### src/rtl/irl_regs.vh
// register map, field positions, reset values and timing constants of the ingress rate limiter
`ifndef IRL_REGS_VH
`define IRL_REGS_VH

// ********************************************************************
// register indices (word number), byte address is four times the index
// ********************************************************************
`define IRL_IDX_CFG 10'h003
`define IRL_IDX_P0 10'h010
`define IRL_IDX_P7 10'h017
`define IRL_IDX_PCTL 10'h018
`define IRL_IDX_STAT 10'h019
`define IRL_ADDR_CFG ({`IRL_IDX_CFG, 2'b00})
`define IRL_ADDR_P0 ({`IRL_IDX_P0, 2'b00})
`define IRL_ADDR_P7 ({`IRL_IDX_P7, 2'b00})
`define IRL_ADDR_PCTL ({`IRL_IDX_PCTL, 2'b00})
`define IRL_ADDR_STAT ({`IRL_IDX_STAT, 2'b00})

// ********************************************************************
// field positions of the rate configuration register and of the PCTL register
// ********************************************************************
`define IRL_CFG_PORT_BIT 6
`define IRL_CFG_PPS_BIT 5
`define IRL_CFG_FC_BIT 4
`define IRL_CFG_MODE_HI 3
`define IRL_CFG_MODE_LO 2
`define IRL_CFG_IFG_BIT 1
`define IRL_CFG_PRE_BIT 0
`define IRL_PCTL_FCEN_BIT 0

// ********************************************************************
// reset values and encodings
// ********************************************************************
`define IRL_CFG_RST 7'h00
`define IRL_CODE_RST 7'h00
`define IRL_PCTL_RST 1'b0
`define IRL_MODE_ALL 2'b00
`define IRL_MODE_BMF 2'b01
`define IRL_MODE_BM 2'b10
`define IRL_MODE_B 2'b11
`define IRL_SPD_10 2'b00
`define IRL_SPD_100 2'b01
`define IRL_SPD_1000 2'b10
`define IRL_RATE_OPEN 32'hFFFFFFFF

// ********************************************************************
// per-frame overhead bytes, rate code table limits and measurement window timing
// ********************************************************************
`define IRL_IFG_BYTES 32'h0000000C
`define IRL_PRE_BYTES 32'h00000008
`define IRL_CODE_MAX_LOW 7'h0A
`define IRL_CODE_MAX_MID 7'h64
`define IRL_CODE_MAX 7'h73
`define IRL_WINDOW_NS 1000000000
`define IRL_CLK_NS 20

`endif

### src/rtl/irl_rate_lut.v
// translation of a 7-bit rate code and link speed into an allowed rate per second
`include "irl_regs.vh"

module irl_rate_lut (
  // code and context
  input wire [6:0] code,
  input wire [1:0] speed,
  input wire pps,
  // allowed rate, bits or packets per second
  output reg [31:0] rate,
  output reg valid
);

  // ********************************************************************
  // helpers
  // ********************************************************************
  // scale the code by a constant, kept in 32 bits on purpose
  function [31:0] mul_code;
    input [6:0] c;
    input [31:0] k;
    begin
      mul_code = {25'h0000000, c} * k;
    end
  endfunction

  wire [6:0] low_step;
  assign low_step = code - 7'h64; // 1..15 for the low-rate codes

  // ********************************************************************
  // lookup, invalid combinations report valid low so the caller holds
  // ********************************************************************
  always @* begin
    rate = `IRL_RATE_OPEN;
    valid = 1'b0;
    if (speed != 2'b11) begin
      if (code == 7'h00) begin
        // full link rate
        valid = 1'b1;
        case (speed)
          `IRL_SPD_10: rate = pps ? 32'h00004B00 : 32'h00989680;
          `IRL_SPD_100: rate = pps ? 32'h0002EE00 : 32'h05F5E100;
          default: rate = pps ? 32'h001D4C00 : 32'h3B9ACA00;
        endcase
      end else if (code <= `IRL_CODE_MAX_LOW) begin
        // linear 1 Mb/s steps, packet steps by speed
        valid = 1'b1;
        if (!pps)
          rate = mul_code(code, 32'h000F4240);
        else if (speed == `IRL_SPD_1000)
          rate = mul_code(code, 32'h00004B00);
        else
          rate = mul_code(code, 32'h00000780);
      end else if (code <= `IRL_CODE_MAX_MID) begin
        // 10 Mb/s links stay at full rate, no packet figure exists
        if (speed == `IRL_SPD_10) begin
          valid = !pps;
          rate = 32'h00989680;
        end else begin
          valid = 1'b1;
          if (pps)
            rate = (speed == `IRL_SPD_1000) ? mul_code(code, 32'h00004B00) :
                   mul_code(code, 32'h00000780);
          else
            rate = (speed == `IRL_SPD_1000) ? mul_code(code, 32'h00989680) :
                   mul_code(code, 32'h000F4240);
        end
      end else if (code <= `IRL_CODE_MAX) begin
        // fixed low rates per speed
        valid = 1'b1;
        if (pps) begin
          if (low_step == 7'h01)
            rate = (speed == `IRL_SPD_1000) ? 32'h00000280 : 32'h00000040;
          else
            rate = (speed == `IRL_SPD_1000) ? mul_code(low_step - 7'h01, 32'h00000500) :
                   mul_code(low_step - 7'h01, 32'h00000080);
        end else begin
          if (speed == `IRL_SPD_10)
            rate = mul_code(low_step, 32'h0000FA00);
          else if (speed == `IRL_SPD_1000 || low_step <= 7'h03)
            rate = mul_code(low_step, 32'h0009C400);
          else
            rate = mul_code(low_step, 32'h0000FA00);
        end
      end
      // codes above the table stay invalid
    end
  end

endmodule

### src/rtl/irl_ingress_rate_limiter.v
// ingress rate limiter of one switch port with its apb register file
//
// Our own choices: the address map and the APB slave port.
`include "irl_regs.vh"

module irl_ingress_rate_limiter #(
  parameter WINDOW_CYCLES = `IRL_WINDOW_NS / `IRL_CLK_NS,
  parameter LEN_W = 14
) (
  // clock and reset
  input wire sys_clk,
  input wire resetn,
  // apb slave
  input wire [11:0] paddr,
  input wire psel,
  input wire penable,
  input wire pwrite,
  input wire [31:0] pwdata,
  output reg [31:0] prdata,
  output reg pready,
  output reg pslverr,
  // link state from the mac
  input wire [1:0] link_speed,
  // received frame descriptor, one cycle per frame
  input wire fr_valid,
  input wire [LEN_W-1:0] fr_len,
  input wire fr_bcast,
  input wire fr_mcast,
  input wire fr_flood,
  input wire [2:0] fr_prio,
  // verdict and flow control
  output reg fr_pass,
  output reg fr_drop,
  output reg flow_ctrl_req
);

  // ********************************************************************
  // functions
  // ********************************************************************
  // cost of one frame in the unit that the limit is kept in
  function [31:0] frame_cost;
    input [LEN_W-1:0] len;
    input pps;
    input ifg;
    input pre;
    reg [31:0] bytes;
    begin
      bytes = {{(32-LEN_W){1'b0}}, len};
      if (ifg)
        bytes = bytes + `IRL_IFG_BYTES;
      if (pre && !pps)
        bytes = bytes + `IRL_PRE_BYTES;
      frame_cost = pps ? 32'h00000001 : {bytes[28:0], 3'b000};
    end
  endfunction

  // frame class filter of the limit mode
  function class_match;
    input [1:0] mode;
    input bc;
    input mc;
    input fl;
    begin
      case (mode)
        `IRL_MODE_ALL: class_match = 1'b1;
        `IRL_MODE_BMF: class_match = bc | mc | fl;
        `IRL_MODE_BM: class_match = bc | mc;
        default: class_match = bc;
      endcase
    end
  endfunction

  // ********************************************************************
  // registers
  // ********************************************************************
  reg [6:0] cfg_reg;
  reg [6:0] p0_code_reg;
  reg [6:0] p7_code_reg;
  reg [6:0] act0_reg;
  reg [6:0] act7_reg;
  reg fc_port_en_reg;
  reg [31:0] rate0_reg;
  reg [31:0] rate7_reg;
  reg [31:0] win_cnt_reg;
  reg [31:0] use_mem [0:7];
  reg [7:0] over_reg;
  integer i;

  wire setup_ph;
  wire wr_en;
  // decode on the full byte address so an unaligned access reports an error
  assign setup_ph = psel & ~penable;
  assign wr_en = psel & penable & pready & pwrite;

  // ********************************************************************
  // apb slave: answer in the first access cycle, data latched at setup
  // ********************************************************************
  reg [31:0] rd_mux;
  reg hit;
  always @* begin
    rd_mux = 32'h00000000;
    hit = 1'b1;
    case (paddr)
      `IRL_ADDR_CFG: rd_mux = {25'h0000000, cfg_reg};
      `IRL_ADDR_P0: rd_mux = {25'h0000000, p0_code_reg}; // bit 7 reads zero
      `IRL_ADDR_P7: rd_mux = {25'h0000000, p7_code_reg};
      `IRL_ADDR_PCTL: rd_mux = {31'h00000000, fc_port_en_reg};
      `IRL_ADDR_STAT: rd_mux = {over_reg, 1'b0, act7_reg, 1'b0, act0_reg,
                                7'h00, flow_ctrl_req};
      default: hit = 1'b0;
    endcase
  end

  // bus handshake registers
  // zero wait states; a master that holds penable longer sees pready only once
  always @(posedge sys_clk or negedge resetn) begin
    if (!resetn) begin
      pready <= 1'b0;
      prdata <= 32'h00000000;
      pslverr <= 1'b0;
    end else begin
      pready <= setup_ph;
      if (setup_ph) begin
        prdata <= pwrite ? 32'h00000000 : rd_mux;
        pslverr <= ~hit;
      end else if (pready) begin
        prdata <= 32'h00000000;
        pslverr <= 1'b0;
      end
    end
  end

  // ********************************************************************
  // software registers and commit on priority 7 write
  // ********************************************************************
  // the staged code sits in p0_code_reg; the limiter only sees act0_reg
  always @(posedge sys_clk or negedge resetn) begin
    if (!resetn) begin
      cfg_reg <= `IRL_CFG_RST;
      p0_code_reg <= `IRL_CODE_RST;
      p7_code_reg <= `IRL_CODE_RST;
      act0_reg <= `IRL_CODE_RST;
      act7_reg <= `IRL_CODE_RST;
      fc_port_en_reg <= `IRL_PCTL_RST;
    end else if (wr_en) begin
      case (paddr)
        `IRL_ADDR_CFG: cfg_reg <= pwdata[6:0];
        `IRL_ADDR_P0: p0_code_reg <= pwdata[6:0];
        `IRL_ADDR_P7: begin
          p7_code_reg <= pwdata[6:0];
          act0_reg <= p0_code_reg; // commit staged code
          act7_reg <= pwdata[6:0];
        end
        `IRL_ADDR_PCTL: fc_port_en_reg <= pwdata[`IRL_PCTL_FCEN_BIT];
        default: ;
      endcase
    end
  end

  // ********************************************************************
  // code to rate translation
  // ********************************************************************
  wire pps_mode;
  wire port_mode;
  wire fc_on;
  wire [31:0] lut0_rate;
  wire [31:0] lut7_rate;
  wire [31:0] full_rate;
  wire lut0_ok;
  wire lut7_ok;
  wire full_ok;
  assign pps_mode = cfg_reg[`IRL_CFG_PPS_BIT];
  assign port_mode = cfg_reg[`IRL_CFG_PORT_BIT];
  assign fc_on = cfg_reg[`IRL_CFG_FC_BIT] & fc_port_en_reg;

  irl_rate_lut u_lut0 (
    .code(act0_reg),
    .speed(link_speed),
    .pps(pps_mode),
    .rate(lut0_rate),
    .valid(lut0_ok)
  );

  irl_rate_lut u_lut7 (
    .code(act7_reg),
    .speed(link_speed),
    .pps(pps_mode),
    .rate(lut7_rate),
    .valid(lut7_ok)
  );

  // outside port mode, priorities without a code of their own run at full link rate
  irl_rate_lut u_lutf (
    .code(`IRL_CODE_RST),
    .speed(link_speed),
    .pps(pps_mode),
    .rate(full_rate),
    .valid(full_ok)
  );

  // a reserved code leaves the last good rate in place
  always @(posedge sys_clk or negedge resetn) begin
    if (!resetn) begin
      rate0_reg <= `IRL_RATE_OPEN;
      rate7_reg <= `IRL_RATE_OPEN;
    end else begin
      if (lut0_ok)
        rate0_reg <= lut0_rate;
      if (lut7_ok)
        rate7_reg <= lut7_rate;
    end
  end

  // ********************************************************************
  // one-second measurement window
  // ********************************************************************
  wire win_tick;
  assign win_tick = (win_cnt_reg == WINDOW_CYCLES - 1);

  // free-running window; the budget is refilled whole at each tick
  always @(posedge sys_clk or negedge resetn) begin
    if (!resetn)
      win_cnt_reg <= 32'h00000000;
    else if (win_tick)
      win_cnt_reg <= 32'h00000000;
    else
      win_cnt_reg <= win_cnt_reg + 32'h00000001;
  end

  // ********************************************************************
  // frame accounting
  // ********************************************************************
  reg [2:0] idx;
  reg [31:0] limit;
  reg [31:0] base;
  reg [31:0] cost;
  reg [32:0] sum;
  reg counted;
  reg exceed;
  always @* begin
    idx = port_mode ? 3'h0 : fr_prio;
    case (idx)
      3'h0: limit = rate0_reg;
      3'h7: limit = rate7_reg;
      default: limit = full_ok ? full_rate : `IRL_RATE_OPEN;
    endcase
    base = win_tick ? 32'h00000000 : use_mem[idx];
    cost = frame_cost(fr_len, pps_mode, cfg_reg[`IRL_CFG_IFG_BIT],
                      cfg_reg[`IRL_CFG_PRE_BIT]);
    sum = {1'b0, base} + {1'b0, cost};
    counted = class_match(cfg_reg[`IRL_CFG_MODE_HI:`IRL_CFG_MODE_LO],
                          fr_bcast, fr_mcast, fr_flood);
    exceed = counted && (sum > {1'b0, limit});
  end

  // usage counters, window clear, verdicts and flow control
  // a frame that lands on the tick is charged to the new window
  always @(posedge sys_clk or negedge resetn) begin
    if (!resetn) begin
      for (i = 0; i < 8; i = i + 1)
        use_mem[i] <= 32'h00000000;
      over_reg <= 8'h00;
      fr_pass <= 1'b0;
      fr_drop <= 1'b0;
      flow_ctrl_req <= 1'b0;
    end else begin
      if (win_tick) begin
        for (i = 0; i < 8; i = i + 1)
          use_mem[i] <= 32'h00000000;
        over_reg <= 8'h00;
      end
      fr_pass <= fr_valid & (~exceed | fc_on);
      fr_drop <= fr_valid & exceed & ~fc_on;
      if (fr_valid && counted && !exceed)
        use_mem[idx] <= sum[31:0];
      if (fr_valid && exceed)
        over_reg[idx] <= 1'b1;
      // flow control instead of drop, held to the window end
      if (!fc_on)
        flow_ctrl_req <= 1'b0;
      else if (fr_valid && exceed)
        flow_ctrl_req <= 1'b1;
      else if (win_tick)
        flow_ctrl_req <= 1'b0;
    end
  end

endmodule

### config.mk
export PLATFORM = sky130hd
export DESIGN_NAME = irl_ingress_rate_limiter
export DESIGN_NICKNAME = d
export VERILOG_FILES = /design/src/rtl/irl_rate_lut.v /design/src/rtl/irl_ingress_rate_limiter.v
export VERILOG_INCLUDE_DIRS = /design/src /design/src/rtl
export SDC_FILE = /design/constraint.sdc
export NUM_CORES = 2
export LEC_CHECK = 0
export BUFFER_PORTS_ARGS = -buffer_cell sky130_fd_sc_hd__buf_2
export CORE_MARGIN = 2
export CORE_UTILIZATION = 40
export DETAILED_ROUTE_END_ITERATION = 7
export PLACE_DENSITY = 0.57
export SYNTH_ARGS = -nofsm -noshare
export SYNTH_HDL_FRONTEND = slang
export SYNTH_SLANG_ARGS = --single-unit
### constraint.sdc
create_clock -name sys_clk -period 6 [get_ports sys_clk]
set_input_delay 1.2 -clock sys_clk [delete_from_list [all_inputs] [get_ports sys_clk]]
set_output_delay 1.2 -clock sys_clk [all_outputs]
set_load 0.05 [all_outputs]
Yosys cells after proc, flatten, opt, wreduce, memory -nomap -nowiden
Index checks and enable logic that the tools add are counted.
- word-level logic and storage cells: 191
- input bits: 72
- bits in registers: 426
- $lt $le $gt $ge: 13
- eq/ne operators: 15
- mux-type cells: 79
- bitwise gates (word level): 17
- reductions and logical operators: 22
- multiply operators: 14
- $add $sub $neg: 8
- operators with widths (kind ; number):
    32-bit two-way mux ; 33
    256-bit two-way mux ; 2
    256-bit bitwise mux ; 1
    32-bit one-hot mux with 5 select lines ; 1
    32-bit binary-select mux with 3-bit select ; 1
    32-bit demux with 3-bit select ; 1
    27-bit two-way mux ; 3
    32-bit one-hot mux with 2 select lines ; 1
    31-bit two-way mux ; 2
    30-bit one-hot mux with 2 select lines ; 1
    7-bit by 7-bit multiplier with 14-bit output (second input constant) ; 4
    12-bit by 7-bit equality test with 1-bit output (second input constant) ; 4
    7-bit by 17-bit multiplier with 24-bit output (second input constant) ; 2
    22-bit two-way mux ; 2
    7-bit by 14-bit multiplier with 21-bit output (second input constant) ; 2
    18-bit two-way mux ; 2
    7-bit by 10-bit multiplier with 17-bit output (second input constant) ; 2
    32-bit by 32-bit adder with 33-bit output ; 1
    33-bit by 32-bit greater-than comparator with 1-bit output ; 1
    32-bit by 1-bit adder with 32-bit output (second input constant) ; 1
    32-bit by 26-bit equality test with 1-bit output (second input constant) ; 1
    30-bit two-way mux ; 1
    29-bit two-way mux ; 1
    7-bit less-or-equal comparator (second input constant) ; 4
    other kinds (41) ; 94

Logic depth before layout (Yosys ltp)
- depth in word-level cells: 12
- gate-level depth with buffers: 33
- gate-level depth less buffers: 31

Cells and area by module
From an unflattened synthesis, not the netlist that was laid out.
- cells, all modules: 5476
- area total of the unflattened synthesis: 48998.2 sq um
- modules (own cells, without submodules) (module ; area each (sq um) ; times used ; cells an instance):
    irl_ingress_rate_limiter ; 22690.5 ; 1 ; 2202
    irl_rate_lut at u_lut7 ; 8991.1 ; 1 ; 1120
    irl_rate_lut at u_lutf ; 8715.9 ; 1 ; 1082
    irl_rate_lut at u_lut0 ; 8600.7 ; 1 ; 1072

Worst setup path before layout
No wires, ideal clock.
- kind: input port to flip-flop
- start point: input port fr_prio[2]
- end point: register use_mem[194] in the netlist's numbering
- data required time: 5858 ps
- stages: 31
- buffers on the path: 6
- arrival time: 6708 ps
- setup slack: -850 ps
- path through: buf_2 buf_2 o21a_1 clkbuf_1 clkbuf_1 nor2_1 nor4_1 o21ai_0 nor2_1 ha_1 nand3_1 o31a_1 a2111o_1 and2_1 nor2_1 nand2_1 xor2_1 inv_1 ha_1 nand2_1 nor4_1 and3_1 a31oi_1 inv_1 a31oi_1 nor3_2 buf_6 nand2_8 buf_4 nand3_1 o21ai_0
- word-level cells in the longest chain between the ends: 12
- ends and longest elaborated chain (item ; line ; text):
    start: declaration ; irl_ingress_rate_limiter.v:30 ; input wire [2:0] fr_prio,
    3-bit two-way mux * ; irl_ingress_rate_limiter.v:241 ; idx = port_mode ? 3'h0 : fr_prio;
    3-bit inverter with 4-bit output (not written as such) ; irl_ingress_rate_limiter.v:247, irl_ingress_rate_limiter.v:275 ;
    32-bit binary-select mux with 3-bit select ; irl_ingress_rate_limiter.v:247 ; base = win_tick ? 32'h00000000 : use_mem[idx];
    32-bit two-way mux (not written as such) (2 in a row) ; irl_ingress_rate_limiter.v:247 ;
    32-bit two-way mux ; irl_ingress_rate_limiter.v:247 ;
    32-bit by 32-bit adder with 33-bit output ; irl_ingress_rate_limiter.v:250 ; sum = {1'b0, base} + {1'b0, cost};
    33-bit by 32-bit greater-than comparator with 1-bit output ; irl_ingress_rate_limiter.v:253 ; exceed = counted && (sum > {1'b0, limit});
    1-bit logical AND ; irl_ingress_rate_limiter.v:253 ;
    1-bit logical NOT ; irl_ingress_rate_limiter.v:274 ; if (fr_valid && counted && !exceed)
    1-bit logical AND ; irl_ingress_rate_limiter.v:274 ;
    256-bit two-way mux * ; irl_ingress_rate_limiter.v:274 ;
    end signal: indexed assignment ; irl_ingress_rate_limiter.v:275 ; use_mem[idx] <= sum[31:0];
    end: declaration ; irl_ingress_rate_limiter.v:85 ; reg [31:0] use_mem [0:7];
Mark *: on every way between the ends. The rest lies on a longest branch, timed or not. The select of a mux whose other input is x is not followed.
A chain may end at the register's enable or synchronous reset.

Worst setup path after layout
- start point: input port fr_prio[1]
- end point: register use_mem[223] in the netlist's numbering
Same word-level chain as after synthesis.

==> metrics.log <==
INFO  metric setup-violations-final = about 250
INFO  metric final.fill_count = roughly 9000
INFO  metric placed_area = approximately 0.042 sq mm
INFO  metric timing.hold.worst.class = flip-flop to flip-flop
INFO  metric wl_per_cell = between 20 and 25 um
INFO  metric place.gp.congestion = 0.928
INFO  metric worstMarginPinSlew = about 1.1 ns
INFO  metric worstPathMaxFanout = 9
INFO  metric post_synth_mux_area_share = roughly 2.3%
INFO  metric globalRouteOverflowTotal = 0
INFO  metric finalNetCount = around 5300
INFO  metric timing_max_transition_violations_final = 0
INFO  metric cts_made_buffers = 48
INFO  metric synth_top_flop_cell = dfrtp_1
INFO  metric syn_area = ~0.037 sq mm
INFO  metric route.antenna.remaining_nets = 0
INFO  metric layout.cells.most_common_list = ha_1, buf_4, dfrtp_1, inv_1, nor2_1
INFO  metric clock_slew_at_reported_path_ffs = approximately 0.060 ns
INFO  metric clk_latency_worst_skew_pair = between 0.6 and 0.7 ns
INFO  metric first_global_vias = ~33000
INFO  metric core-area = between 0.09 and 0.1 sq mm
INFO  metric grt_start_max_net_pins = roughly 170
INFO  metric grt_util_all_layers = 26.2%
INFO  metric number_of_violations_of_the_max_capacitance_limit = 0
INFO  metric syn-instance-count = approximately 4200
INFO  metric fin_crit = about 6.2 ns
INFO  metric violations = setup timing
INFO  metric worst_path_most_repeated_cell = buf_4
INFO  metric ys_types = 90
INFO  metric place.port_buffers = 80
INFO  metric global_route_wire_length_before_repair = between 150 and 200 mm
INFO  metric detail_route.drc_violations = 0
INFO  metric total_number_of_vias = between 30000 and 40000
INFO  metric post_synth.cell_area_avg = around 8.8 sq um
INFO  metric drt_first_iter_violations = slightly below 3000
INFO  metric yosys.area_share.xor_xnor = under 10%
INFO  metric synth.yosys.warnings = 0
INFO  metric largest_reg_flops = 256
INFO  metric whs = roughly 0.46 ns
INFO  metric setup.worst_path.start_class = primary input
INFO  metric synth-edff-count = 0
INFO  metric totalPowerFinal = 7.92 mW
INFO  metric chipHeight = about 310 um
INFO  metric ys_seq_elements = 411
INFO  metric power.leakage = ~21 nW
INFO  metric detail_route.vias_per_cell = ~5.7
INFO  metric initial_utilization = roughly two fifths
INFO  metric async_reset_ff_share = 100%
INFO  metric die_x = approximately 310 um
INFO  metric worst_clock_skew = about 0.021 ns
INFO  metric synth-adder-area-share = 23.7%
INFO  metric hpwl = roughly 94 mm
INFO  metric area.growth.synth_to_final = 22.4%
INFO  metric top_level_i_o_count = 109
INFO  metric wirelength = approximately 130 mm
INFO  metric pwr_density_cell = about 170 mW/mm^2
INFO  metric fin_area = around 0.046 sq mm
INFO  metric final_critical_path_setup_slack = -0.233 ns
INFO  metric htree_depth = 2
INFO  metric hold_viol = 0
INFO  metric arrival = between 6 and 7 ns
INFO  metric yosys.area_share.simple = ~15%
INFO  metric relSlewSlack = between 20% and 30%
INFO  metric numClockSinks = slightly above 400
INFO  metric worst_ir_drop_vdd = around 0.24 mV
INFO  metric synth_sequential_area_ratio = approximately 28%
INFO  metric tritoncts = yes
INFO  metric critPathCaptureType = flip-flop
INFO  metric final_critical_path_share_of_the_clock_period = 104%
INFO  metric share_of_final_layout_standard_cells_stronger_than_drive_strength_1 = around a fifth
INFO  metric status = finished, violations left
INFO  metric rsz_0062_raised_after_global_routing = true
INFO  metric root_buffer = clkbuf_16
INFO  metric worst-setup-path-type = primary input to flip-flop
INFO  metric cp_slowest_cell = or4bb_4
INFO  metric synth_compound_area_share = between 10% and 20%
INFO  metric design.die.area = approximately 0.096 sq mm
INFO  metric mostFrequentLayoutCell = ha_1
INFO  metric cpPeakStageDelay = roughly 0.55 ns
INFO  metric cts_buffer_depth = 3
INFO  metric combinational_family_with_the_most_area_after_synthesis = adder cells
INFO  metric maxClockFrequency = between 150 and 200 MHz
INFO  metric diode_insertion_count_for_antenna_repair = 0
INFO  metric place_ws = -1.08 ns
INFO  metric drtPass1Iterations = 6
INFO  metric worst-endpoint-required = approximately 6.5 ns
INFO  metric number_of_antenna_violations_at_the_first_check_in_global_routing = 2
INFO  metric num_rows = ~110
## stage by stage
step           util, %  TNS [ns]  std cells
6_report          49.2    -35.13       5896
5_1_grt           49.2    -99.35       5896
4_1_cts           48.6    -14.71       5876
3_5_place_dp      45.5   -262.58       5726
3_3_place_gp      45.5   -261.90       5726
2_1_floorplan        -    -96.56       4247
## final timing paths
| path | slack [ns] | start | cells past startpoint | to |
|---|---|---|---|---|
| max | -0.23 | fr_prio[1] | 32 | use_mem[223] |
| max reg2reg | -0.20 | cfg_reg[6] | 32 | use_mem[223] |
| min | 0.46 | rate7_reg[9] | 2 | rate7_reg[9] |
| min reg2reg | 0.46 | rate7_reg[9] | 2 | rate7_reg[9] |
| min in group asynchronous | 0.57 | resetn | 1 | win_cnt_reg[24] |
| max in group asynchronous | 4.24 | resetn | 2 | cfg_reg[1] |
## layer usage
layer | GRT usage [%] | routed length (um)
met3 | 3.12 | 7330
met4 | 8.98 | 4680
met1 | 35.6 | 55100
met2 | 43.3 | 59600
met5 | 0 | 30
## cell type report
type | instances | area [sq um] | area share, %
clock inverter | 23 | 273 | 0.595
sequential | 411 | 10400 | 22.6
inverter | 364 | 1370 | 3.00
timing repair buffer | 520 | 4750 | 10.4
multi-input combinational | 3262 | 26200 | 57.2
clock buffer | 62 | 1320 | 2.87
tap | 1254 | 1570 | 3.42
## cell usage after synthesis, types with 37 or more instances
library cell	n	share of area, %
dfrtp_1	359	24
nand3_1	321	4.3
a22o_1	42	0.98
a21o_1	55	1.1
nor2_1	278	2.8
mux2i_1	61	1.6
ha_1	505	17
a21oi_1	212	2.8
o21ai_1	120	1.6
o22ai_1	42	0.70
nand2_1	227	2.3
buf_2	37	0.49
xor2_1	89	2.1
a211oi_1	37	0.74
fa_1	128	6.8
inv_1	363	3.6
nor3_1	68	0.91
o21ai_0	359	4.8
nor2b_1	51	0.85
xnor2_1	138	3.2
clkbuf_1	126	1.3
dfstp_2	52	3.6
## logic make-up after synthesis
family,Yosys count
compound gates,1174
simple gates,1139
fa+ha+maj,634
buf+inv,577
flops,411
xor+xnor,227
mux,81
other cells,1
## repair_timing
item	4_1_cts	5_1_grt
endpoints found under the hold margin	0	0
hold buffers	0	0
gates resized for setup	113	78
pin swaps	51	38
setup buffers	49	19
endpoints found under the setup margin	267	269
gates cloned	19	4
## worst max-delay path: cells and delay by family
| kind | cells | cell delay, ns |
|---|---|---|
| compound gates | 8 | 1.18 |
| simple gates | 13 | 2.15 |
| fa+ha+maj | 2 | 0.60 |
| xor+xnor | 1 | 0.18 |
| buf+inv | 8 | 1.40 |
## power by group
part | leakage (nW) | total, mW | switching (mW) | internal (mW)
Sequential | 5.43 | 2.96 | 0.0732 | 2.89
Combinational | 14.9 | 1.95 | 1.11 | 0.836
Clock | 0.773 | 3.01 | 1.28 | 1.73
No activity file was read; power rests on OpenSTA's default activity.
